File: config.mk
export PLATFORM = sky130hd
export DESIGN_NAME = pptx_phy_flat
export DESIGN_NICKNAME = d
export VERILOG_FILES = /design/src/verilog/pptx_pkg.sv /design/src/verilog/pptx_if.sv /design/src/verilog/pptx_phy.sv /design/src/flat_wrapper.sv
export VERILOG_INCLUDE_DIRS = /design/src /design/src/verilog
export SDC_FILE = /design/constraint.sdc
export NUM_CORES = 1
export LEC_CHECK = 0
export BUFFER_PORTS_ARGS = -buffer_cell sky130_fd_sc_hd__buf_2
export CAP_MARGIN = 0
export CORE_ASPECT_RATIO = 1.4
export CORE_MARGIN = 3
export CORE_UTILIZATION = 50
export DETAILED_ROUTE_END_ITERATION = 10
export MAX_ROUTING_LAYER = met4
export PLACE_DENSITY = 0.67
export SLEW_MARGIN = 25
export SYNTH_ARGS = -nofsm -noshare
export SYNTH_HDL_FRONTEND = slang
export SYNTH_SLANG_ARGS = --single-unit
File: constraint.sdc
create_clock -name clk_i -period 3 [get_ports clk_i]
set_input_delay 0.3 -clock clk_i [delete_from_list [all_inputs] [get_ports clk_i]]
set_output_delay 0.3 -clock clk_i [all_outputs]
set_load 0.02 [all_outputs]
File: src/verilog/pptx_defines.svh
// constants for the parallel transmit port: codes, layout and timing
`ifndef PPTX_DEFINES_SVH
`define PPTX_DEFINES_SVH

// power state codes
`define PPTX_PS_FULL       2'h0
`define PPTX_PS_QUICK      2'h1
`define PPTX_PS_DEEP       2'h2

// timing
`define PPTX_CLK_MHZ       25
`define PPTX_DEEP_EXIT_US  64
`define PPTX_DEEP_EXIT_CYC (`PPTX_DEEP_EXIT_US * `PPTX_CLK_MHZ)
`define PPTX_DONE_CYC      8
`define PPTX_TXCLK_HALF    4
`define PPTX_TXCLK_MID     2
`define PPTX_STRAP_WAIT    2'h2

// link sync vector layout
`define PPTX_SY_CLK        0
`define PPTX_SY_IDLE       1
`define PPTX_SY_PS_LO      2
`define PPTX_SY_PS_HI      3
`define PPTX_SY_K0         4
`define PPTX_SY_K1         5
`define PPTX_SY_D_LO       6
`define PPTX_SY_D_HI       21
`define PPTX_SY_W          22

// controller register map
`define PPTX_REG_CTRL      4'h0
`define PPTX_REG_STATUS    4'h4
`define PPTX_REG_TXDATA    4'h8
`define PPTX_ST_DONE       0
`define PPTX_ST_FULL       1
`define PPTX_ST_DDR        2
`define PPTX_TXD_K_LO      16
`define PPTX_TXD_K_HI      17

`endif

File: src/verilog/pptx_pkg.sv
// types shared by both ends of the parallel transmit port
`include "pptx_defines.svh"

package pptx_pkg;

  typedef logic [1:0] pptx_pstate_t;

  typedef enum logic [2:0] {
    PPTX_PM_RUN  = 3'h1,
    PPTX_PM_WAIT = 3'h2,
    PPTX_PM_DONE = 3'h4
  } pptx_pm_t;

endpackage : pptx_pkg

File: src/verilog/pptx_if.sv
// link between the controller end and the phy end
`timescale 1ns/1ps

interface pptx_if;
  logic        tx_clk;
  logic [15:0] tx_data;
  logic [1:0]  tx_symbol_kind;
  logic [1:0]  power_state_select;
  logic        tx_idle_force;
  logic        phy_done_flag;

  modport phy (
    input  tx_clk,
    input  tx_data,
    input  tx_symbol_kind,
    input  power_state_select,
    input  tx_idle_force,
    output phy_done_flag
  );

  modport mac (
    output tx_clk,
    output tx_data,
    output tx_symbol_kind,
    output power_state_select,
    output tx_idle_force,
    input  phy_done_flag
  );
endinterface : pptx_if

File: src/verilog/pptx_phy.sv
// phy end of the parallel transmit port with its symbol fifo
// Function
// code 10: deep sleep, exit within 64 us
// done flag marks finished phy operations
// strap low: capture 16 bits, rising edges
// single rate: low byte first, high second
// strap high: low byte on both edges
// double rate: rising byte first, falling second
// double rate: controller grounds upper data byte
// single rate: kind bit per byte
// double rate: kind bit 0 only, bit 1 grounded
// kind zero data, kind one control
// code 00 full power, 01 quick sleep
// async low reset, strap taken at release
// idle force low means data valid
// done pulse after power change takes effect
`timescale 1ns/1ps
`include "pptx_defines.svh"

// ****************************************************************
// symbol fifo
// ****************************************************************
module pptx_fifo #(
  parameter int WIDTH = 9,
  parameter int DEPTH = 16
) (
  input  wire logic             clk_i,
  input  wire logic             rst_n_i,
  input  wire logic             in_valid_i,
  output      logic             in_ready_o,
  input  wire logic [WIDTH-1:0] in_data_i,
  output      logic             out_valid_o,
  input  wire logic             out_ready_i,
  output      logic [WIDTH-1:0] out_data_o
);
  localparam int AW = $clog2(DEPTH);

  logic [WIDTH-1:0] mem [DEPTH];
  logic [AW-1:0]    wr_ptr;
  logic [AW-1:0]    rd_ptr;
  logic [AW:0]      count;
  logic             push;
  logic             pop;

  assign in_ready_o  = (count != DEPTH[AW:0]);
  assign out_valid_o = (count != '0);
  assign push        = in_valid_i & in_ready_o;
  assign pop         = out_valid_o & out_ready_i;
  assign out_data_o  = mem[rd_ptr];

  always_ff @(posedge clk_i) begin
    if (push) begin
      mem[wr_ptr] <= in_data_i;
    end
  end

  always_ff @(posedge clk_i or negedge rst_n_i) begin
    if (!rst_n_i) begin
      wr_ptr <= '0;
      rd_ptr <= '0;
      count  <= '0;
    end else begin
      if (push) begin
        wr_ptr <= (wr_ptr == AW'(DEPTH - 1)) ? '0 : wr_ptr + 1'b1;
      end
      if (pop) begin
        rd_ptr <= (rd_ptr == AW'(DEPTH - 1)) ? '0 : rd_ptr + 1'b1;
      end
      if (push && !pop) begin
        count <= count + 1'b1;
      end else if (pop && !push) begin
        count <= count - 1'b1;
      end
    end
  end
endmodule : pptx_fifo

// ****************************************************************
// phy end
// ****************************************************************
module pptx_phy
  import pptx_pkg::*;
#(
  parameter int DEPTH    = 16,
  parameter int WAKE_CYC = `PPTX_DEEP_EXIT_CYC
) (
  input  wire logic         clk_i,
  input  wire logic         rst_n_i,
  input  wire logic         ddr_strap_i,
  pptx_if.phy               link,
  output      logic [7:0]   sym_data_o,
  output      logic         sym_kind_o,
  output      logic         sym_valid_o,
  input  wire logic         sym_ready_i,
  output      pptx_pstate_t power_state_o,
  output      logic         ddr_mode_o,
  output      logic         overflow_o
);
  logic [`PPTX_SY_W-1:0] sy1;
  logic [`PPTX_SY_W-1:0] sy2;
  logic                  strap1;
  logic                  strap2;
  logic                  clk_d;
  logic                  rise;
  logic                  fall;
  logic [1:0]            strap_cnt;
  logic                  mode_ok;
  logic                  ddr_mode;
  logic                  cap_en;
  logic [8:0]            stage0;
  logic [8:0]            stage1;
  logic [1:0]            stage_cnt;
  logic                  fifo_ready;
  logic                  fifo_valid;
  logic [8:0]            fifo_data;
  pptx_pm_t              pm;
  pptx_pstate_t          target;
  logic [31:0]           wait_cnt;
  logic [3:0]            done_cnt;
  pptx_pstate_t          ps_req;

  // ****************************************************************
  // pin synchronisers and link clock edges
  // ****************************************************************
  always_ff @(posedge clk_i or negedge rst_n_i) begin
    if (!rst_n_i) begin
      sy1    <= '0;
      sy2    <= '0;
      strap1 <= 1'b0;
      strap2 <= 1'b0;
      clk_d  <= 1'b0;
    end else begin
      sy1    <= {link.tx_data, link.tx_symbol_kind, link.power_state_select,
                 link.tx_idle_force, link.tx_clk};
      sy2    <= sy1;
      strap1 <= ddr_strap_i;
      strap2 <= strap1;
      clk_d  <= sy2[`PPTX_SY_CLK];
    end
  end

  assign rise   = sy2[`PPTX_SY_CLK] & ~clk_d;
  assign fall   = ~sy2[`PPTX_SY_CLK] & clk_d;
  assign ps_req = sy2[`PPTX_SY_PS_HI:`PPTX_SY_PS_LO];

  // ****************************************************************
  // rate strap, caught once the synchroniser has settled after release
  // ****************************************************************
  always_ff @(posedge clk_i or negedge rst_n_i) begin
    if (!rst_n_i) begin
      strap_cnt <= 2'h0;
      mode_ok   <= 1'b0;
      ddr_mode  <= 1'b0;
    end else if (!mode_ok) begin
      strap_cnt <= strap_cnt + 2'h1;
      if (strap_cnt == `PPTX_STRAP_WAIT) begin
        ddr_mode <= strap2;
        mode_ok  <= 1'b1;
      end
    end
  end

  assign ddr_mode_o = ddr_mode;

  // ****************************************************************
  // symbol capture and staging
  // ****************************************************************
  // only full power with idle force low carries data
  assign cap_en = mode_ok && (power_state_o == `PPTX_PS_FULL)
                  && !sy2[`PPTX_SY_IDLE]; // see R13

  // a capture while staging is still busy means the fifo stayed full
  always_ff @(posedge clk_i or negedge rst_n_i) begin
    if (!rst_n_i) begin
      stage0     <= '0;
      stage1     <= '0;
      stage_cnt  <= 2'h0;
      overflow_o <= 1'b0;
    end else if (cap_en && !ddr_mode && rise) begin
      // kind bit travels with its byte: 0 data, 1 control
      stage0     <= {sy2[`PPTX_SY_K0], sy2[`PPTX_SY_D_LO+7:`PPTX_SY_D_LO]}; // see R3 see R8
      stage1     <= {sy2[`PPTX_SY_K1], sy2[`PPTX_SY_D_HI:`PPTX_SY_D_LO+8]};
      stage_cnt  <= 2'h2;
      overflow_o <= overflow_o | (stage_cnt != 2'h0);
    end else if (cap_en && ddr_mode && (rise || fall)) begin
      // upper byte and kind bit 1 are ignored here
      stage0     <= {sy2[`PPTX_SY_K0], sy2[`PPTX_SY_D_LO+7:`PPTX_SY_D_LO]}; // see R5 see R9
      stage_cnt  <= 2'h1;
      overflow_o <= overflow_o | (stage_cnt != 2'h0);
    end else if ((stage_cnt != 2'h0) && fifo_ready) begin
      stage0    <= stage1;
      stage_cnt <= stage_cnt - 2'h1;
    end
  end

  pptx_fifo #(
    .WIDTH (9),
    .DEPTH (DEPTH)
  ) u_fifo (
    .clk_i       (clk_i),
    .rst_n_i     (rst_n_i),
    .in_valid_i  (stage_cnt != 2'h0),
    .in_ready_o  (fifo_ready),
    .in_data_i   (stage0),
    .out_valid_o (fifo_valid),
    .out_ready_i (sym_ready_i),
    .out_data_o  (fifo_data)
  );

  assign sym_valid_o = fifo_valid;
  assign sym_kind_o  = fifo_data[8];
  assign sym_data_o  = fifo_data[7:0];

  // ****************************************************************
  // power state machine
  // ****************************************************************
  always_ff @(posedge clk_i or negedge rst_n_i) begin
    if (!rst_n_i) begin
      pm            <= PPTX_PM_RUN;
      target        <= `PPTX_PS_FULL;
      power_state_o <= `PPTX_PS_FULL;
      wait_cnt      <= '0;
      done_cnt      <= '0;
    end else begin
      case (pm)
        PPTX_PM_RUN: begin
          if (mode_ok && ps_req != power_state_o) begin
            target <= ps_req;
            pm     <= PPTX_PM_WAIT;
            // leaving deep sleep takes the wake time, all else one cycle
            wait_cnt <= (power_state_o == `PPTX_PS_DEEP) ? 32'(WAKE_CYC - 1) : '0;
          end
        end
        PPTX_PM_WAIT: begin
          if (wait_cnt == '0) begin
            power_state_o <= target;
            done_cnt      <= 4'(`PPTX_DONE_CYC - 1);
            pm            <= PPTX_PM_DONE;
          end else begin
            wait_cnt <= wait_cnt - 32'h1;
          end
        end
        PPTX_PM_DONE: begin
          if (done_cnt == '0) begin
            pm <= PPTX_PM_RUN;
          end else begin
            done_cnt <= done_cnt - 4'h1;
          end
        end
        default: begin
          pm <= PPTX_PM_RUN;
        end
      endcase
    end
  end

  // held for one link clock period so the far end can see it
  assign link.phy_done_flag = (pm == PPTX_PM_DONE); // see R2
endmodule : pptx_phy

File: src/flat_wrapper.sv
// flat-port wrapper written by rule: the top's interface ports become plain ports
module pptx_phy_flat import pptx_pkg::*;
#(
  parameter int DEPTH    = 16,
  parameter int WAKE_CYC = `PPTX_DEEP_EXIT_CYC
)
  (clk_i, rst_n_i, ddr_strap_i, sym_data_o, sym_kind_o, sym_valid_o, sym_ready_i, power_state_o, ddr_mode_o, overflow_o, link_tx_clk, link_tx_data, link_tx_symbol_kind, link_power_state_select, link_tx_idle_force, link_phy_done_flag);
  pptx_if link_i ();
  input  wire logic clk_i;
  input  wire logic rst_n_i;
  input  wire logic ddr_strap_i;
  output      logic [7:0] sym_data_o;
  output      logic sym_kind_o;
  output      logic sym_valid_o;
  input  wire logic sym_ready_i;
  output      pptx_pstate_t power_state_o;
  output      logic ddr_mode_o;
  output      logic overflow_o;
  input wire logic [$bits(link_i.tx_clk)-1:0] link_tx_clk;
  input wire logic [$bits(link_i.tx_data)-1:0] link_tx_data;
  input wire logic [$bits(link_i.tx_symbol_kind)-1:0] link_tx_symbol_kind;
  input wire logic [$bits(link_i.power_state_select)-1:0] link_power_state_select;
  input wire logic [$bits(link_i.tx_idle_force)-1:0] link_tx_idle_force;
  output wire logic [$bits(link_i.phy_done_flag)-1:0] link_phy_done_flag;
  assign link_i.tx_clk = link_tx_clk;
  assign link_i.tx_data = link_tx_data;
  assign link_i.tx_symbol_kind = link_tx_symbol_kind;
  assign link_i.power_state_select = link_power_state_select;
  assign link_i.tx_idle_force = link_tx_idle_force;
  assign link_phy_done_flag = link_i.phy_done_flag;
  pptx_phy #(.DEPTH(DEPTH), .WAKE_CYC(WAKE_CYC)) u_core (.clk_i(clk_i), .rst_n_i(rst_n_i), .ddr_strap_i(ddr_strap_i), .link(link_i), .sym_data_o(sym_data_o), .sym_kind_o(sym_kind_o), .sym_valid_o(sym_valid_o), .sym_ready_i(sym_ready_i), .power_state_o(power_state_o), .ddr_mode_o(ddr_mode_o), .overflow_o(overflow_o));
endmodule
# Word level (Yosys, flattened, before mapping)
# Memories as Yosys holds them, arrays and structs flattened.
# Index checks and enable logic that the tools add are counted.
word_totals:
  reg_bits: 128
  mem_bits_rw: 144
  in_bits: 26
  out_inout_bits: 15
  wordCells: 109
  n_memories: 1
memory_table:
  columns: ["memory", "words", "word_bits", "rd", "rd_clocked_by_memory_dff", "wr", "line_no", "rtl"]
  rows:
  - ["u_core.u_fifo.mem", 16, 9, 1, 0, 1, "pptx_phy.sv:38", "logic [WIDTH-1:0] mem [DEPTH];"]
op_classes:
  n_addsub: 8
  n_eq_ne: 14
  muxes: 27
  n_bitwise: 8
  n_reduce_logical: 31
op_table:
  columns: ["cell", "count"]
  rows:
  - ["32-bit two-way mux", 2]
  - ["32-bit case mux with 2 select lines", 1]
  - ["32-bit logical NOT", 1]
  - ["32-bit by 1-bit subtractor with 32-bit output, second input constant", 1]
  - ["9-bit two-way mux", 3]
  - ["4-bit two-way mux", 4]
  - ["11-bit two-way mux", 1]
  - ["1-bit logical AND", 10]
  - ["5-bit two-way mux", 2]
  - ["2-bit nonzero test", 5]
  - ["3-bit two-way mux", 3]
  - ["3-bit case mux with 3 select lines", 1]
  - ["3-bit AND reduction", 3]
  - ["4-bit by 1-bit adder with 4-bit output, second input constant", 2]
  - ["4-bit == test, second input constant", 2]
  - ["4-bit case mux with 2 select lines", 1]
  - ["1-bit two-way mux", 6]
  - ["2-bit two-way mux", 3]
  - ["2-bit by 1-bit inequality test with 1-bit output, second input constant", 3]
  - ["2-bit AND reduction", 3]
  - ["5-bit by 1-bit adder with 5-bit output, second input constant", 1]
  - ["5-bit inequality test, second input constant", 1]
  - ["5-bit nonzero test", 1]
  - ["5-bit by 1-bit subtractor with 5-bit output, second input constant", 1]
  - ["17 further kinds", 27]

# Logic depth before layout (Yosys ltp)
logic_depth:
  ltp_word: 7
  ltp_mapped: 12
  ltp_nobuf: 11

# Modules after synthesis
# Synthesis repeated with hierarchy kept, for this count alone.
unflattened:
  hier_cells: 740
  hier_area_um2: 11118.2
by_module_without_submodules:
  columns: ["mod", "instances", "cells_each", "area_each_um2", "seq_area_each_um2"]
  rows:
  - ["pptx_fifo", 1, 337, 6416.2, 4649.5]
  - ["pptx_phy", 1, 403, 4702.0, 2879.0]

# Worst setup path before layout
# No wires, ideal clock.
synth_timing:
  path_type: "reg2reg"
  from: "reg u_core.u_fifo.count[0]"
  to: "reg u_core.u_fifo.count[4]"
  setup_time_ns: 0.125
  t_arrival_ns: 2.490
  t_required_ns: 2.875
  setup_slack_ns: 0.385
  stages_incl_launch_ff: 12
  n_path_buf: 0
  synth_period_minus_slack_ns: 2.615
  path_cell_list: "dfrtp_1 > nor4_1 > nand2b_1 > nand2_1 > ha_1 > inv_1 > fa_1 > a21o_1 > a21oi_1 > xnor2_1 > nor2_1 > xor2_1"
synth_between:
  elab_chain_cells: 5
  elab_cells_between_ends: 13
  classes_between: "add/sub (2); eq/ne (1); mux (2); bitwise (2); reduce/logical (6)"
synth_rtl:
  columns: ["element", "line_no", "rtl"]
  rows:
  - ["start, declared", "pptx_phy.sv:41", "logic [AW:0] count;"]
  - ["start signal, assigned", "pptx_phy.sv:70", "count <= count + 1'b1;"]
  - ["start signal, assigned", "pptx_phy.sv:72", "count <= count - 1'b1;"]
  - ["5-bit nonzero test *", "pptx_phy.sv:46", "assign out_valid_o = (count != '0);"]
  - ["named net sym_valid_o", "flat_wrapper.sv:14", "output logic sym_valid_o;"]
  - ["1-bit AND *", "pptx_phy.sv:48", "assign pop = out_valid_o & out_ready_i;"]
  - ["1-bit logical NOT", "pptx_phy.sv:69", "if (push && !pop) begin"]
  - ["1-bit logical AND", "pptx_phy.sv:69", null]
  - ["5-bit two-way mux / 2-bit nonzero test (equally long branches)", null, null]
# Mark *: on every way through the listed nets, which the timed path passes. The rest lies on a longest branch. The select of a mux whose other input is x is not followed.
# A chain may end at the register's enable or synchronous reset.

# Final worst setup path
layout_timing:
  from: "reg u_core.wait_cnt[22]"
  to: "reg u_core.wait_cnt[5]"
layout_between:
  elab_chain_cells: 3
layout_rtl:
  columns: ["element", "line_no", "rtl"]
  rows:
  - ["start, declared", "pptx_phy.sv:118", "logic [31:0] wait_cnt;"]
  - ["start signal, assigned", "pptx_phy.sv:231", "wait_cnt <= (power_state_o == `PPTX_PS_DEEP) ? 32'(WAKE_CYC - 1) : '0;"]
  - ["start signal, assigned", "pptx_phy.sv:240", "wait_cnt <= wait_cnt - 32'h1;"]
  - ["32-bit logical NOT", "pptx_phy.sv:235", "if (wait_cnt == '0) begin"]
  - ["2-bit inequality test (no source line)", null, null]
  - ["3-bit AND reduction (no source line)", null, null]
# Every way passes these cells.

==> metrics.yaml <==
outcome: "finished, final reports clean"
path_cells: "or4_4, or4_1, o31ai_4, nand2_2, o221a_1"
syn_inst: 671
power.density_mw_per_mm2: 1130
final_cells: 1038
root_buffer: "clkbuf_16"
stdcell_area_mm2: 0.0126
hold_path_end: "u_core.u_fifo.rd_ptr[3]$_DFFE_PN0P_"
whs_ps: 117
cts_buffers: 26
htree_levels: 1
cts.sinks: 272
synth_edf_count: 144
finalCritPeriodShare_pct: 92.4
crit_slowest_cell: "or4_1"
grt_start_max_net_pins: 87
synth_xor_area_share_pct: 1.20
hold_viol: 0
async_flop_share_pct: 47.1
hp-class: "in2reg"
place_ws_ps: 145
required_ps: 3400
grt_pass1_vias: 6426
overflow: 0
place_area_mm2: 0.0115
drt_iter0_markers: 472
multi_input_area_mm2: 0.00322
grtUsageMet2_pct: 33.7
initial_core_util_pct: 51.3
final-seq-area_mm2: 0.00753
yosysMostFrequentCell: "edfxtp_1"
layout_setup_ws_ps: 228
fmax_mhz: 361
finalSetupTns_ps: 0
wl_per_cell_um: 20.5
grt_use_met3_pct: 2.54
die_w_um: 131
n_antenna_cell: 0
r2r_start: "u_core.wait_cnt[22]$_DFFE_PN0P_"
r2r_setup_slack_ps: 230
ff2ff_path_depth: 5
drive_gt1_share_pct: 23.0
grtUsageMet1_pct: 23.1
ys_seq_area_share_pct: 69.0
synth_common_cells: "edfxtp_1 (144), dfrtp_1 (127), mux4_2 (45)"
worstHoldStart: "sym_ready_i"
core_mm2: 0.0213
antenna_found_initial: 0
slew_violations: 0
grt_usage_pct: 19.2
cts_buffer_depth: 3
tightestPinTransition_ps: 970
crit_fanout: 10
ant_nets: 0
crit_type: "reg2reg"
synth-simple-area-share_pct: 8.86
numPlacedInstances: 966
wl_mm: 21.3
rows: 63
rsz0062_at_grt: "false"
synthMuxAreaShare_pct: 12.4
drt_pass1_iterations: 5
p_leak_nw: 4.89
start_kind: "flip-flop"
clk_pin_slew_ps: 60
synth_compound_area_share_pct: 5.15
grt_pass1_wl_mm: 34.5
ios: 41
clkLatencyLatePin_ps: 520
hpwl_mm: 14.2
syn_nets: 712
synthAdderAreaFrac_pct: 1.79
port_buffers: 40
fin_nets: 799
p_total_mw: 14.3
yosys_register_bits: 272
synth_top_area_share_pct: 39.6
maxCapViolCount: 0
area_growth_pct: 15.6
globalplace.congestion: 0.803
avgSynthCellArea_um2: 16.3
synth_top_area_cell: "edfxtp_1"
cpPeakStageDelay_ps: 720
via_per_inst: 5.85
worstSetupEndpointType: "flip-flop"
min_period_ps: 2770
reg2reg_to: "u_core.wait_cnt[5]$_DFFE_PN0P_"
n_fill_cell: 1617
arrival_ps: 3170
max-vdd-ir-drop_mv: 0.876
synth_top_family_by_area: "multiplexers"
dr_total_vias: 6073
fin_util_pct: 59.3
crit_start: "u_core.wait_cnt[22]$_DFFE_PN0P_"
tritoncts: "done"
clock_skew_ps: 12.8
hold_depth: 3
netlist_area_mm2: 0.0109
yosysWarnings: 0
ys_types: 64
synth_area_leaders: "edfxtp_1 (40%), dfrtp_1 (29%), mux4_2 (9.3%)"
die_h_um: 181
slew_headroom_pct: 35.3
busiest_layer: "met2"
die_area_mm2: 0.0237
setup_viol: 0
synth-main-ff-cell: "edfxtp_1"
drc: 0
## layer usage
metal,vias to the layer above,routed length [µm]
met2,136,11800
met3,30,711
met1,3150,8300
met4,0,434
met5,-,0
li1,2757,-
## power by group
| part | total [mW] | internal [mW] | switching [mW] |
|---|---|---|---|
| clock network | 3.26 | 1.93 | 1.33 |
| logic | 5.03 | 2.24 | 2.79 |
| registers | 6.00 | 5.13 | 0.877 |
## what timing repair did
| item | CTS | global route |
|---|---|---|
| setup buffers | 0 | 0 |
| hold buffers | 24 | 0 |
| endpoints found under the setup margin | 0 | 1 |
| endpoints found under the hold margin | 106 | 0 |
| gates resized for setup | 0 | 1 |
## flip-flops by register name, indices dropped and copies added (netlist names), 4 cells and up
signal                count
u_core.wait_cnt          32
u_core.stage0             9
u_core.u_fifo.count       5
u_core.sy2               22
u_core.u_fifo.rd_ptr      4
u_core.stage1             9
u_core.sy1               22
u_core.done_cnt           4
u_core.u_fifo.wr_ptr      4
u_core.u_fifo.mem       144
## how the worst max path moves through the flow
stage,endpoint,slack (ps),cells past startpoint
global route,u_core.u_fifo.count[4]$_DFFE_PN0P_,70,11
detailed placement,u_core.u_fifo.count[4]$_DFFE_PN0P_,150,11
CTS,u_core.u_fifo.count[4]$_DFFE_PN0P_,130,11
global placement,u_core.wait_cnt[5]$_DFFE_PN0P_,300,5
floorplan,u_core.u_fifo.count[4]$_DFFE_PN0P_,380,11
finish,u_core.wait_cnt[5]$_DFFE_PN0P_,230,5
## cells by family (layout without fill, tap and decap cells)
group / count (synthesis) / in the layout
AOI/OAI and AO/OA: 85 / 85
DFF: 272 / 272
xor gates and xnor gates: 15 / 15
muxes: 77 / 77
and+or+nand+nor: 164 / 164
adders and majority gates: 15 / 15
buffers and inverters: 43 / 150
## layout by cell type (no fill, tap or decap), drive strengths merged, types with 4 or more instances in the layout
cell / n
nand2: 43
and2: 17
a21o: 4
inv: 19
ha: 14
o21ai: 26
or3: 9
nor2: 18
mux2: 14
a21oi: 15
o211ai: 7
nor2b: 4
clkbuf: 37
a31oi: 4
nor4: 16
o22ai: 4
mux2i: 18
nor3: 11
clkinv: 6
xor2: 6
nand3: 11
o31ai: 5
buf: 60
edfxtp: 144
dlygate4sd3: 24
or2: 6
xnor2: 9
or4: 8
mux4: 45
dfrtp: 127
## layout make-up
class,count,area share (%)
timing repair buffer,84,4.83
inverter,18,0.535
multi-input combinational,356,25.5
sequential,272,59.7
tap,260,2.58
clock buffer,37,5.97
clock inverter,11,0.952
## worst max-delay path, delay by kind of cell, from the launching register on
kind            cells  cell delay [ps]
compound gates      2              850
flops               1              410
simple gates        3             1390
Power figures use the tool's default switching activity.
